**src/rtl/cfacd_defs.vh**
```
// Field positions, opcode codes and mode codes for the flow and clause decoder
`ifndef CFACD_DEFS_VH
`define CFACD_DEFS_VH
// Register map, byte addresses
`define CFACD_REG_WORD0 8'h00
`define CFACD_REG_WORD1 8'h04
`define CFACD_REG_CTRL 8'h08
`define CFACD_REG_ACKS 8'h0c
`define CFACD_REG_STAT 8'h10
`define CFACD_REG_CLAUSE 8'h14
`define CFACD_REG_LOCK01 8'h18
`define CFACD_REG_LOCK23 8'h1c
`define CFACD_REG_CMD 8'h20
// Common bits of the flow and ALU words, and the flow-only valid-lanes bit 20
`define CFACD_BIT_BARRIER 31
`define CFACD_BIT_ALL_LANES 30
`define CFACD_BIT_VALID_ONLY 20
// Flow word 1 opcode and condition fields, flow word 0 jump table select
`define CFACD_FLOW_OP_HI 29
`define CFACD_FLOW_OP_LO 22
`define CFACD_COND_HI 9
`define CFACD_COND_LO 8
`define CFACD_COND_ACTIVE 2'h0
`define CFACD_JT_SEL_HI 26
`define CFACD_JT_SEL_LO 24
`define CFACD_JT_SEL_MAX 3'h5
// Upper flow opcodes
`define CFACD_OP_WAIT_ACKS 8'h1a
`define CFACD_OP_TEX_ACK 8'h1b
`define CFACD_OP_VTX_ACK 8'h1c
`define CFACD_OP_JUMP_TABLE 8'h1d
`define CFACD_OP_CHIP_SYNC 8'h1e
`define CFACD_OP_STOP 8'h1f
// ALU word 0 fields
`define CFACD_ADDR_HI 21
`define CFACD_BANK0_LO 22
`define CFACD_BANK1_LO 26
`define CFACD_MODE0_LO 30
// ALU word 1 fields
`define CFACD_MODE1_LO 0
`define CFACD_LINE0_LO 2
`define CFACD_LINE1_LO 10
`define CFACD_COUNT_LO 18
`define CFACD_ALTERNATE_CONSTANT_SOURCE 25
`define CFACD_ALU_OP_LO 26
// ALU clause opcodes
`define CFACD_ALU_PLAIN 4'h8
`define CFACD_ALU_PUSH_FIRST 4'h9
`define CFACD_ALU_POP_AFTER 4'ha
`define CFACD_ALU_DOUBLE_POP 4'hb
`define CFACD_ALU_EXT_PAIR 4'hc
`define CFACD_ALU_LOOP_SKIP 4'hd
`define CFACD_ALU_LOOP_EXIT 4'he
`define CFACD_ALU_ELSE_AFTER 4'hf
// Extension word fields
`define CFACD_BIDX0_LO 4
`define CFACD_IDX_INVALID 2'h3
`define CFACD_IDX_NONE 2'h0
`define CFACD_BANK_IGN_A 4'he
`define CFACD_BANK_IGN_B 4'hf
// Stack effect codes
`define CFACD_STK_NONE 3'h0
`define CFACD_STK_PUSH 3'h1
`define CFACD_STK_POP1 3'h2
`define CFACD_STK_POP2 3'h3
`define CFACD_STK_ELSE 3'h4
// Thread types for alternate constants
`define CFACD_THR_PIXEL 3'h0
`define CFACD_THR_VERTEX 3'h1
`define CFACD_THR_GEOM 3'h2
`define CFACD_THR_EXPORT 3'h3
`define CFACD_THR_HULL 3'h4
`define CFACD_THR_LOCAL 3'h5
`define CFACD_THR_COMPUTE 3'h6
`endif

```
**src/rtl/cfacd_decoder.v**
```verilog
// Flow and ALU clause word decoder with an AXI4-Lite register front end
`timescale 1ns/1ps
`include "cfacd_defs.vh"

// How it works
// - Wait-for-acks stalls while outstanding acks exceed address
// - Texture acked fetch needs active condition, illegal otherwise
// - Vertex acked fetch, texture cache fallback, active only
// - Indexed jump, up to 256 entries, empty jumps away
// - Chip sync waits for whole chip
// - Stop halts thread until rewritten when idle
// - Bit 30 runs as if all lanes valid
// - Bit 31 barrier waits for earlier flow instructions on clause pairs and acked fetches
// - Clause address is byte bits 24:3 plus base
// - Bank numbers at 25:22, 29:26 in both words
// - Two-bit lock modes: none, one, two, loop-offset
// - Eight-bit line addresses at 9:2 and 17:10
// - Count field is slots minus one
// - Alternate constants map to paired thread type
// - Opcode 8 predicates update lanes, not stack
// - Opcodes 9,10,11,15 push, pop, double pop, else
// - Opcode 12 starts extended pair with extra sets
// - Opcode 13 disables masked lanes this iteration
// - Opcode 14 disables masked lanes for whole loop
// - Index selects: none, index zero, index one, invalid
// - Indexed locks of banks 14, 15 ignored
// - Bit 20 treats invalid lanes as inactive
module cfacd_decoder (
   // Clock and reset
   input wire ref_clk,
   input wire rst,
   // AXI4-Lite write address
   input wire [7:0] s_axi_awaddr,
   input wire s_axi_awvalid,
   output wire s_axi_awready,
   // AXI4-Lite write data
   input wire [31:0] s_axi_wdata,
   input wire [3:0] s_axi_wstrb,
   input wire s_axi_wvalid,
   output wire s_axi_wready,
   // AXI4-Lite write response
   output reg [1:0] s_axi_bresp,
   output reg s_axi_bvalid,
   input wire s_axi_bready,
   // AXI4-Lite read address
   input wire [7:0] s_axi_araddr,
   input wire s_axi_arvalid,
   output wire s_axi_arready,
   // AXI4-Lite read data
   output reg [31:0] s_axi_rdata,
   output reg [1:0] s_axi_rresp,
   output reg s_axi_rvalid,
   input wire s_axi_rready,
   // Sequencer state inputs
   input wire [23:0] outstanding_acks,
   input wire chip_sync_done,
   input wire prior_flow_done,
   input wire prior_fetch_done,
   input wire seq_idle,
   input wire vertex_cache_present,
   input wire any_lane_enabled,
   input wire [7:0] loop_index_value,
   input wire [2:0] thread_type,
   // Decoded outputs
   output reg [31:0] clause_addr_q,
   output reg [7:0] clause_slots_q,
   output reg [2:0] stack_cmd_q,
   output reg pred_lane_only_q,
   output reg pred_iter_disable_q,
   output reg pred_loop_disable_q,
   output reg all_lanes_valid_mode_q,
   output reg valid_lanes_only_q,
   output reg [2:0] const_thread_q,
   output reg [3:0] lock_req_q,
   output reg [7:0] use_texture_cache_q,
   output wire thread_stall,
   output reg thread_halted_q,
   output reg illegal_q
);

   // Upper flow opcode range check, used by the flow decode
   function is_upper_flow;
      input [7:0] op;
      begin
         is_upper_flow = (op >= `CFACD_OP_WAIT_ACKS) && (op <= `CFACD_OP_STOP);
      end
   endfunction

   // Line address for a lock, offset by loop index bits 7:4 when mode is 3
   function [8:0] lock_line;
      input [1:0] mode;
      input [7:0] line;
      input [7:0] loop;
      begin
         lock_line = (mode == 2'h3) ? ({1'b0, line} + {5'h00, loop[7:4]}) : {1'b0, line};
      end
   endfunction

   // Software-written words, and the jump table index latched by decode
   reg [31:0] word0_q; // First word of pair
   reg [31:0] word1_q; // Second word of pair
   reg [31:0] ext0_q; // Extension low word
   reg [31:0] ext1_q; // Extension high word
   reg [31:0] ctrl_q; // Base address of program
   reg [7:0] jt_index_q; // Selected jump table index
   reg [2:0] stack_cmd_d;
   reg wr_aw_q; // Write address taken
   reg wr_w_q; // Write data taken
   reg [7:0] wr_addr_q;
   reg [31:0] wr_data_q;
   reg is_alu_q; // Last decode was a clause pair
   reg [7:0] line_q [0:3]; // Lock line per set
   reg [3:0] bank_q [0:3]; // Lock bank per set
   reg [1:0] mode_q [0:3]; // Lock mode per set
   reg [1:0] bidx_q [0:3]; // Bank index select per set
   reg flow_wait_q; // Waiting for acks or sync or barrier
   reg [7:0] flow_op_q;
   reg [31:0] flow_w0_q;
   reg barrier_q;
   wire wr_fire;
   wire [7:0] flow_op;
   wire [3:0] alu_op;
   wire [8:0] line_eff [0:3];
   integer k;

   // Write channel accepts each half once until response is out
   assign s_axi_awready = !wr_aw_q && !s_axi_bvalid;
   assign s_axi_wready = !wr_w_q && !s_axi_bvalid;
   assign s_axi_arready = !s_axi_rvalid;
   assign wr_fire = wr_aw_q && wr_w_q;
   assign flow_op = word1_q[`CFACD_FLOW_OP_HI:`CFACD_FLOW_OP_LO];
   assign alu_op = word1_q[`CFACD_ALU_OP_LO+3:`CFACD_ALU_OP_LO];

   // Stall while waiting on acks, sync, barrier or halt
   assign thread_stall = flow_wait_q || thread_halted_q;

   // Effective lock line per set, for the lock register reads
   genvar g;
   generate
      for (g = 0; g < 4; g = g + 1) begin : g_line
         assign line_eff[g] = lock_line(mode_q[g], line_q[g], loop_index_value);
      end
   endgenerate

   // Bus write capture and register update
   always @(posedge ref_clk) begin
      if (rst) begin
         wr_aw_q <= 1'b0;
         wr_w_q <= 1'b0;
         wr_addr_q <= 8'h00;
         wr_data_q <= 32'h00000000;
         s_axi_bvalid <= 1'b0;
         s_axi_bresp <= 2'h0;
         word0_q <= 32'h00000000;
         word1_q <= 32'h00000000;
         ext0_q <= 32'h00000000;
         ext1_q <= 32'h00000000;
         ctrl_q <= 32'h00000000;
      end else begin
         // Address and data in either order
         if (s_axi_awvalid && s_axi_awready) begin
            wr_aw_q <= 1'b1;
            wr_addr_q <= s_axi_awaddr;
         end
         if (s_axi_wvalid && s_axi_wready) begin
            wr_w_q <= 1'b1;
            wr_data_q <= s_axi_wdata;
         end
         if (s_axi_bvalid && s_axi_bready) begin
            s_axi_bvalid <= 1'b0;
         end
         if (wr_fire) begin
            wr_aw_q <= 1'b0;
            wr_w_q <= 1'b0;
            s_axi_bvalid <= 1'b1;
            s_axi_bresp <= 2'h0;
            // Byte strobes ignored on purpose; whole words only
            case (wr_addr_q)
               `CFACD_REG_WORD0: word0_q <= wr_data_q;
               `CFACD_REG_WORD1: word1_q <= wr_data_q;
               `CFACD_REG_CTRL: ctrl_q <= wr_data_q;
               `CFACD_REG_LOCK01: ext0_q <= wr_data_q;
               `CFACD_REG_LOCK23: ext1_q <= wr_data_q;
               `CFACD_REG_CMD: begin
                  // Decode strobe, no stored value
               end
               default: s_axi_bresp <= 2'h2; // Unmapped: slave error
            endcase
         end
      end
   end

   // Decode and sequence state, launched by a command write
   always @(posedge ref_clk) begin
      if (rst) begin
         clause_addr_q <= 32'h00000000;
         clause_slots_q <= 8'h00;
         stack_cmd_q <= `CFACD_STK_NONE;
         pred_lane_only_q <= 1'b0;
         pred_iter_disable_q <= 1'b0;
         pred_loop_disable_q <= 1'b0;
         all_lanes_valid_mode_q <= 1'b0;
         valid_lanes_only_q <= 1'b0;
         const_thread_q <= `CFACD_THR_PIXEL;
         lock_req_q <= 4'h0;
         use_texture_cache_q <= 8'h00;
         thread_halted_q <= 1'b0;
         illegal_q <= 1'b0;
         is_alu_q <= 1'b0;
         jt_index_q <= 8'h00;
         flow_wait_q <= 1'b0;
         flow_op_q <= 8'h00;
         flow_w0_q <= 32'h00000000;
         barrier_q <= 1'b0;
         for (k = 0; k < 4; k = k + 1) begin
            line_q[k] <= 8'h00;
            bank_q[k] <= 4'h0;
            mode_q[k] <= 2'h0;
            bidx_q[k] <= 2'h0;
         end
      end else begin
         // Release the wait once its condition clears
         if (flow_wait_q) begin
            case (flow_op_q)
               `CFACD_OP_WAIT_ACKS: if (outstanding_acks <= flow_w0_q[23:0]) flow_wait_q <= 1'b0;
               `CFACD_OP_CHIP_SYNC: if (chip_sync_done) flow_wait_q <= 1'b0;
               `CFACD_OP_TEX_ACK, `CFACD_OP_VTX_ACK:
                  if (prior_fetch_done && (!barrier_q || prior_flow_done)) flow_wait_q <= 1'b0;
               default: if (prior_flow_done) flow_wait_q <= 1'b0;
            endcase
         end
         // Halt clears only on a rewrite while idle
         if (thread_halted_q && wr_fire && wr_addr_q == `CFACD_REG_WORD1 && seq_idle &&
            wr_data_q[`CFACD_FLOW_OP_HI:`CFACD_FLOW_OP_LO] != `CFACD_OP_STOP) begin
            thread_halted_q <= 1'b0;
         end
         if (wr_fire && wr_addr_q == `CFACD_REG_CMD && !thread_halted_q && !flow_wait_q) begin
            is_alu_q <= wr_data_q[0];
            barrier_q <= word1_q[`CFACD_BIT_BARRIER];
            all_lanes_valid_mode_q <= word1_q[`CFACD_BIT_ALL_LANES];
            illegal_q <= 1'b0;
            stack_cmd_q <= `CFACD_STK_NONE;
            pred_lane_only_q <= 1'b0;
            pred_iter_disable_q <= 1'b0;
            pred_loop_disable_q <= 1'b0;
            lock_req_q <= 4'h0;
            if (wr_data_q[0]) begin
               // Clause pair: address, locks, count, opcode
               flow_op_q <= 8'h00; // Barrier wait on a clause releases on prior flow done
               clause_addr_q <= ctrl_q + {7'h00, word0_q[`CFACD_ADDR_HI:0], 3'h0};
               clause_slots_q <= {1'b0, word1_q[`CFACD_COUNT_LO+6:`CFACD_COUNT_LO]} + 8'h01;
               valid_lanes_only_q <= 1'b0;
               bank_q[0] <= word0_q[`CFACD_BANK0_LO+3:`CFACD_BANK0_LO];
               bank_q[1] <= word0_q[`CFACD_BANK1_LO+3:`CFACD_BANK1_LO];
               mode_q[0] <= word0_q[`CFACD_MODE0_LO+1:`CFACD_MODE0_LO];
               mode_q[1] <= word1_q[`CFACD_MODE1_LO+1:`CFACD_MODE1_LO];
               line_q[0] <= word1_q[`CFACD_LINE0_LO+7:`CFACD_LINE0_LO];
               line_q[1] <= word1_q[`CFACD_LINE1_LO+7:`CFACD_LINE1_LO];
               // Extension fields count only for the extended pair
               if (alu_op == `CFACD_ALU_EXT_PAIR) begin
                  bank_q[2] <= ext0_q[`CFACD_BANK0_LO+3:`CFACD_BANK0_LO];
                  bank_q[3] <= ext0_q[`CFACD_BANK1_LO+3:`CFACD_BANK1_LO];
                  mode_q[2] <= ext0_q[`CFACD_MODE0_LO+1:`CFACD_MODE0_LO];
                  mode_q[3] <= ext1_q[`CFACD_MODE1_LO+1:`CFACD_MODE1_LO];
                  line_q[2] <= ext1_q[`CFACD_LINE0_LO+7:`CFACD_LINE0_LO];
                  line_q[3] <= ext1_q[`CFACD_LINE1_LO+7:`CFACD_LINE1_LO];
                  for (k = 0; k < 4; k = k + 1) begin
                     bidx_q[k] <= ext0_q[`CFACD_BIDX0_LO+2*k +: 2];
                  end
               end else begin
                  mode_q[2] <= 2'h0;
                  mode_q[3] <= 2'h0;
                  for (k = 0; k < 4; k = k + 1) begin
                     bidx_q[k] <= `CFACD_IDX_NONE;
                  end
               end
               // Lock request per set, dropping indexed banks 14 and 15
               for (k = 0; k < 4; k = k + 1) begin
                  if (k < 2) begin
                     lock_req_q[k] <= (word0_q[`CFACD_MODE0_LO+1:`CFACD_MODE0_LO] != 2'h0 && k == 0) ||
                        (word1_q[`CFACD_MODE1_LO+1:`CFACD_MODE1_LO] != 2'h0 && k == 1);
                  end else begin
                     lock_req_q[k] <= (alu_op == `CFACD_ALU_EXT_PAIR) &&
                        ((k == 2) ? ext0_q[31:30] != 2'h0 : ext1_q[1:0] != 2'h0);
                  end
                  if (alu_op == `CFACD_ALU_EXT_PAIR && ext0_q[`CFACD_BIDX0_LO+2*k +: 2] != `CFACD_IDX_NONE) begin
                     if ((k == 0 && word0_q[25:23] == 3'h7) || (k == 1 && word0_q[29:27] == 3'h7) ||
                        (k == 2 && ext0_q[25:23] == 3'h7) || (k == 3 && ext0_q[29:27] == 3'h7)) begin
                        lock_req_q[k] <= 1'b0;
                     end
                     if (ext0_q[`CFACD_BIDX0_LO+2*k +: 2] == `CFACD_IDX_INVALID) begin
                        illegal_q <= 1'b1;
                     end
                  end
               end
               // Alternate constants source by thread type
               const_thread_q <= thread_type;
               if (word1_q[`CFACD_ALTERNATE_CONSTANT_SOURCE]) begin
                  case (thread_type)
                     `CFACD_THR_PIXEL: const_thread_q <= `CFACD_THR_VERTEX;
                     `CFACD_THR_VERTEX: const_thread_q <= `CFACD_THR_GEOM;
                     `CFACD_THR_GEOM: const_thread_q <= `CFACD_THR_VERTEX;
                     `CFACD_THR_EXPORT: const_thread_q <= `CFACD_THR_GEOM;
                     default: const_thread_q <= thread_type;
                  endcase
               end
               // Stack effect and predicate behaviour
               case (alu_op)
                  `CFACD_ALU_PLAIN: pred_lane_only_q <= 1'b1;
                  `CFACD_ALU_PUSH_FIRST: stack_cmd_q <= `CFACD_STK_PUSH;
                  `CFACD_ALU_POP_AFTER: stack_cmd_q <= `CFACD_STK_POP1;
                  `CFACD_ALU_DOUBLE_POP: stack_cmd_q <= `CFACD_STK_POP2;
                  `CFACD_ALU_ELSE_AFTER: stack_cmd_q <= `CFACD_STK_ELSE;
                  `CFACD_ALU_EXT_PAIR: pred_lane_only_q <= 1'b1;
                  `CFACD_ALU_LOOP_SKIP: pred_iter_disable_q <= 1'b1;
                  `CFACD_ALU_LOOP_EXIT: pred_loop_disable_q <= 1'b1;
                  default: illegal_q <= 1'b1;
               endcase
               if (word1_q[`CFACD_BIT_BARRIER]) flow_wait_q <= 1'b1;
               if (!word1_q[`CFACD_BIT_BARRIER] && !prior_flow_done) flow_wait_q <= 1'b0;
            end else begin
               // Upper flow opcodes
               flow_op_q <= flow_op;
               flow_w0_q <= word0_q;
               valid_lanes_only_q <= word1_q[`CFACD_BIT_VALID_ONLY];
               clause_addr_q <= ctrl_q + {5'h00, word0_q[23:0], 3'h0};
               clause_slots_q <= {2'h0, word1_q[15:10]} + 8'h01;
               use_texture_cache_q <= 8'h00;
               if (!is_upper_flow(flow_op)) illegal_q <= 1'b1;
               case (flow_op)
                  `CFACD_OP_WAIT_ACKS: flow_wait_q <= (outstanding_acks > word0_q[23:0]);
                  `CFACD_OP_TEX_ACK: begin
                     use_texture_cache_q <= 8'h01;
                     if (word1_q[`CFACD_COND_HI:`CFACD_COND_LO] != `CFACD_COND_ACTIVE) illegal_q <= 1'b1;
                     flow_wait_q <= !prior_fetch_done || (word1_q[`CFACD_BIT_BARRIER] && !prior_flow_done);
                  end
                  `CFACD_OP_VTX_ACK: begin
                     use_texture_cache_q <= {7'h00, !vertex_cache_present};
                     if (word1_q[`CFACD_COND_HI:`CFACD_COND_LO] != `CFACD_COND_ACTIVE) illegal_q <= 1'b1;
                     flow_wait_q <= !prior_fetch_done || (word1_q[`CFACD_BIT_BARRIER] && !prior_flow_done);
                  end
                  `CFACD_OP_JUMP_TABLE: begin
                     jt_index_q <= loop_index_value;
                     if (word0_q[`CFACD_JT_SEL_HI:`CFACD_JT_SEL_LO] > `CFACD_JT_SEL_MAX) illegal_q <= 1'b1;
                     // Next entry, or past the table when no lane is left
                     clause_addr_q <= any_lane_enabled ?
                        ctrl_q + {21'h0, loop_index_value, 3'h0} :
                        ctrl_q + {5'h00, word0_q[23:0], 3'h0};
                  end
                  `CFACD_OP_CHIP_SYNC: flow_wait_q <= !chip_sync_done;
                  `CFACD_OP_STOP: thread_halted_q <= 1'b1;
                  default: flow_wait_q <= word1_q[`CFACD_BIT_BARRIER] && !prior_flow_done;
               endcase
            end
         end
      end
   end

   // Read answers, one cycle after address
   always @(posedge ref_clk) begin
      if (rst) begin
         s_axi_rvalid <= 1'b0;
         s_axi_rdata <= 32'h00000000;
         s_axi_rresp <= 2'h0;
      end else begin
         if (s_axi_rvalid && s_axi_rready) s_axi_rvalid <= 1'b0;
         if (s_axi_arvalid && s_axi_arready) begin
            s_axi_rvalid <= 1'b1;
            s_axi_rresp <= 2'h0;
            case (s_axi_araddr)
               `CFACD_REG_WORD0: s_axi_rdata <= word0_q;
               `CFACD_REG_WORD1: s_axi_rdata <= word1_q;
               `CFACD_REG_CTRL: s_axi_rdata <= ctrl_q;
               `CFACD_REG_ACKS: s_axi_rdata <= {8'h00, outstanding_acks};
               `CFACD_REG_STAT: s_axi_rdata <= {16'h0000, jt_index_q, is_alu_q, stack_cmd_q,
                  illegal_q, flow_wait_q, thread_halted_q, all_lanes_valid_mode_q};
               `CFACD_REG_CLAUSE: s_axi_rdata <= clause_addr_q;
               `CFACD_REG_LOCK01: s_axi_rdata <= {10'h000, line_eff[1], line_eff[0], bidx_q[1], bidx_q[0]};
               `CFACD_REG_LOCK23: s_axi_rdata <= {10'h000, line_eff[3], line_eff[2], bidx_q[3], bidx_q[2]};
               `CFACD_REG_CMD: s_axi_rdata <= {16'h0000, bank_q[3], bank_q[2], bank_q[1], bank_q[0]};
               default: begin
                  s_axi_rdata <= 32'h00000000;
                  s_axi_rresp <= 2'h2;
               end
            endcase
         end
      end
   end

endmodule

```
**config.mk**
```make
export PLATFORM = sky130hd
export DESIGN_NAME = cfacd_decoder
export DESIGN_NICKNAME = d
export VERILOG_FILES = /design/src/rtl/cfacd_decoder.v
export VERILOG_INCLUDE_DIRS = /design/src /design/src/rtl
export SDC_FILE = /design/constraint.sdc
export NUM_CORES = 1
export LEC_CHECK = 0
export BUFFER_PORTS_ARGS = -buffer_cell sky130_fd_sc_hd__buf_2
export CAP_MARGIN = 10
export CORE_AREA = 2 2 197 199
export DETAILED_ROUTE_END_ITERATION = 12
export DIE_AREA = 0 0 199 201
export GPL_TIMING_DRIVEN = 0
export PLACE_DENSITY = 0.72
export SYNTH_ARGS = -nofsm -noshare
export SYNTH_HDL_FRONTEND = slang
export SYNTH_SLANG_ARGS = --single-unit
```
**constraint.sdc**
```tcl
create_clock -name ref_clk -period 8 [get_ports ref_clk]
set_clock_uncertainty 0.1 [all_clocks]
set_input_delay 0.4 -clock ref_clk [delete_from_list [all_inputs] [get_ports ref_clk]]
set_output_delay 0.4 -clock ref_clk [all_outputs]
set_load 0.02 [all_outputs]
```
==> results.sh <==
export IMPL_run_status="completed"
export IMPL_share_of_synthesized_registers_carrying_an_async_set_or_reset_pct=0
export IMPL_dp_cells=3157
export IMPL_grt_start_max_net_pins=29
export IMPL_drt_total_wl_mm=86.7
export IMPL_finish_cell_count_without_fillers=3279
export IMPL_leakagePower_nw=8.86
export IMPL_antenna_cells=0
export IMPL_timing_final_setup_violations=0
export IMPL_synth_enable_flop_cells=60
export IMPL_rows=72
export IMPL_worst_setup_path_type="flip-flop to flip-flop"
export IMPL_port_buffer_count=191
export IMPL_die_area_um2=40000
export IMPL_power_per_cell_area_nw_per_um2=186
export IMPL_post_synth_cell_area_avg_um2=8.11
export IMPL_grt_first_pass_wirelength_mm=124
export IMPL_reg2reg_to="clause_addr_q[31]"
export IMPL_synth_area_um2=19800
export IMPL_clock_sinks=375
export IMPL_starting_density_pct=51.9
export IMPL_top_level_ports=207
export IMPL_cts_buffers=42
export IMPL_track_usage_pct=42.9
export IMPL_initial_antenna_violation_count=2
export IMPL_clock_path_buffers=3
export IMPL_avgRoutedWirePerCell_um=26.4
export IMPL_hold_viol=0
export IMPL_dp_hpwl_mm=66.2
export IMPL_synth_yosys_warnings=0
export IMPL_detailroute_via_count=20700
export IMPL_met3_wirelength_mm=10.2
export IMPL_drc=0
export IMPL_seqCellArea_um2=8110
export IMPL_finalSetupTns_ns=0
export IMPL_rr_worst_depth=11
export IMPL_yosysMostFrequentCell="sky130_fd_sc_hd__nand2_1"
export IMPL_fp_dieW_um=199
export IMPL_holdCritStartpoint="loop_index_value[2]"
export IMPL_ir_drop_v=0.000162
export IMPL_multi_input_area_um2=10700
export IMPL_timing_max_cap_violations=0
export IMPL_netlist_top_cells_count="537 x sky130_fd_sc_hd__nand2_1, 331 x sky130_fd_sc_hd__a21oi_1, 315 x sky130_fd_sc_hd__dfxtp_1"
export IMPL_route_detailed_vias_per_inst=6.33
export IMPL_min_path_cells=3
export IMPL_top_layer_used="met5"
export IMPL_ctsHtreeMaxLevel=2
export IMPL_synth_seq_cells=375
export IMPL_cts_root_buffer="sky130_fd_sc_hd__clkbuf_16"
export IMPL_worst_endpoint_arrival_ns=3.93
export IMPL_clkTransAtPathRegs_ns=0.06
export IMPL_ys_types=87
export IMPL_timing_fmax_ghz=0.282
export IMPL_post_cts_repair_setup_buffers=0
export IMPL_worst_slew_margin_relative_to_its_limit_pct=17.0
export IMPL_number_of_global_route_vias_before_repair=18800
export IMPL_drt_pass1_iter_count=6
export IMPL_global_route_overflow_total=0
export IMPL_worstSetupEndpointType="flip-flop"
export IMPL_crit_reg2reg_launch="ctrl_q[3]"
export IMPL_hold_slack_ns=0.00808
export IMPL_antenna_left=0
export IMPL_final_util_pct=61.1
export IMPL_share_of_layout_cells_above_drive_strength_1_pct=11.7
export IMPL_die_h_um=201
export IMPL_r2r_slack_ns=4.46
export IMPL_coreArea_um2=38100
export IMPL_post_cts_resized_instances=0
export IMPL_synth_ff_type="sky130_fd_sc_hd__dfxtp_1"
export IMPL_ys_seq_area_share_pct=41.0
export IMPL_netlist_instances=2439
export IMPL_worst_pin_slew_ns=1.25
export IMPL_ys_top_cells_by_area="sky130_fd_sc_hd__dfxtp_1 32%, sky130_fd_sc_hd__nand2_1 10%, sky130_fd_sc_hd__edfxtp_1 9.1%, sky130_fd_sc_hd__a21oi_1 8.4%, sky130_fd_sc_hd__ha_1 6.2%"
export IMPL_finalNetCount=2933
export IMPL_totalPowerFinal_mw=4.33
export IMPL_wl_met1_mm=33.9
export IMPL_syn_to_final_growth_pct=17.8
export IMPL_worst_setup_path_start_kind="flip-flop"
export IMPL_fillers=3495
export IMPL_met2_wirelength_mm=36.8
export IMPL_post_route_min_period_ns=3.54
export IMPL_min_delay_worst_endpoint="jt_index_q[2]"
export IMPL_worstHoldPathType="input pin to flip-flop"
export IMPL_gp_congestion=1.04
export IMPL_timing_critical_path_required_ns=8.39
export IMPL_slew_violations=0
export IMPL_synthDominantAreaCellType="sky130_fd_sc_hd__dfxtp_1"
export IMPL_share_of_the_clock_period_used_by_the_worst_path_after_layout_pct=44.3
export IMPL_synth_top_area_share_pct=31.9
export IMPL_cts_tree="yes"
export IMPL_rsz0062_at_grt="false"
export IMPL_insertion_delay_ns=0.61
export IMPL_detailedRoute_firstIterationViolations=2741
export IMPL_crit_path_max_fanout=7
[registers in the layout, summed over array words and instances (netlist names), 3 cells and up]
register        count
bank_q             16
bidx_q              8
clause_addr_q      32
clause_slots_q      8
const_thread_q      3
ctrl_q             32
ext0_q             18
ext1_q             18
flow_op_q           8
flow_w0_q          24
jt_index_q          8
line_q             32
lock_req_q          4
mode_q              8
s_axi_rdata        32
stack_cmd_q         3
word0_q            32
word1_q            32
wr_addr_q           8
wr_data_q          32
[layout by cell type (no fill, tap or decap), types with 60 or more instances in the layout]
cell type,Yosys,final
sky130_fd_sc_hd__clkbuf_1,127,131
sky130_fd_sc_hd__nor2_1,114,113
sky130_fd_sc_hd__a21oi_1,331,331
sky130_fd_sc_hd__edfxtp_1,60,60
sky130_fd_sc_hd__o21ai_0,77,76
sky130_fd_sc_hd__buf_2,19,210
sky130_fd_sc_hd__ha_1,98,98
sky130_fd_sc_hd__inv_1,82,82
sky130_fd_sc_hd__nand2_1,537,537
sky130_fd_sc_hd__dfxtp_1,315,315
[worst max-delay path, stage by stage, from the launching register on]
cell                        delay, ns
sky130_fd_sc_hd__dfxtp_1         0.51
sky130_fd_sc_hd__ha_1            0.27
sky130_fd_sc_hd__inv_1           0.06
sky130_fd_sc_hd__fa_1            0.38
sky130_fd_sc_hd__nor2b_1         0.20
sky130_fd_sc_hd__o2111ai_1       0.16
sky130_fd_sc_hd__nand3_1         0.40
sky130_fd_sc_hd__nand2_1         0.29
sky130_fd_sc_hd__o41ai_2         0.35
sky130_fd_sc_hd__a311oi_1        0.15
sky130_fd_sc_hd__o31a_1          0.33
sky130_fd_sc_hd__o31a_1          0.23
[worst max-delay path by stage]
stage                            start                 to  depth (start not counted)
after floorplan           wr_addr_q[7]       bank_q[2][0]                          6
after global placement    wr_addr_q[4]       line_q[2][7]                          7
after detailed placement           rst       bank_q[1][3]                          5
after CTS                 wr_addr_q[4]       bank_q[0][0]                          7
after global routing         ctrl_q[3]  clause_addr_q[31]                         11
final                        ctrl_q[3]  clause_addr_q[31]                         11
[cell families after synthesis]
group / share of synthesized area [%]
adders and majority gates: 6.81
muxes: 1.33
other: 0.0190
AOI/OAI and AO/OA: 21.6
and+or+nand+nor: 21.4
xor gates and xnor gates: 2.75
buffers and inverters: 5.06
DFF: 41.0
[what timing repair did]
action                                  CTS  global route
endpoints found under the hold margin    44             0
endpoints found under the setup margin    0             0
hold buffers                             45             0
[metrics by stage]
stage          instance area (um^2)  setup WS [ns]
6_report                      23300           4.46
5_1_grt                       23300           4.36
4_1_cts                       23300           4.31
3_5_place_dp                  21400           4.00
3_3_place_gp                  21400           2.75
2_1_floorplan                 19800           4.24
[layout make-up]
class,instances,share of cell area (%)
inverters,84,1.35
multi-input cells,1823,46.0
flip-flops and latches,375,34.8
clock inverters,25,1.05
well taps,518,2.78
repair buffers,238,6.22
plain buffers,165,2.94
clock buffers,51,4.87
[routing by layer]
layer | GRT usage [%] | vias up
li1 | - | 9230
met1 | 56.7 | 9792
met2 | 64.6 | 1412
met3 | 9.56 | 311
met4 | 24.0 | 2
met5 | 0 | -
[power by group]
part	switching, mW	internal [mW]
logic	0.235	0.120
registers	0.0567	1.95
clock network	0.876	1.09
total	1.17	3.16
(Power assumes the default switching activity.)
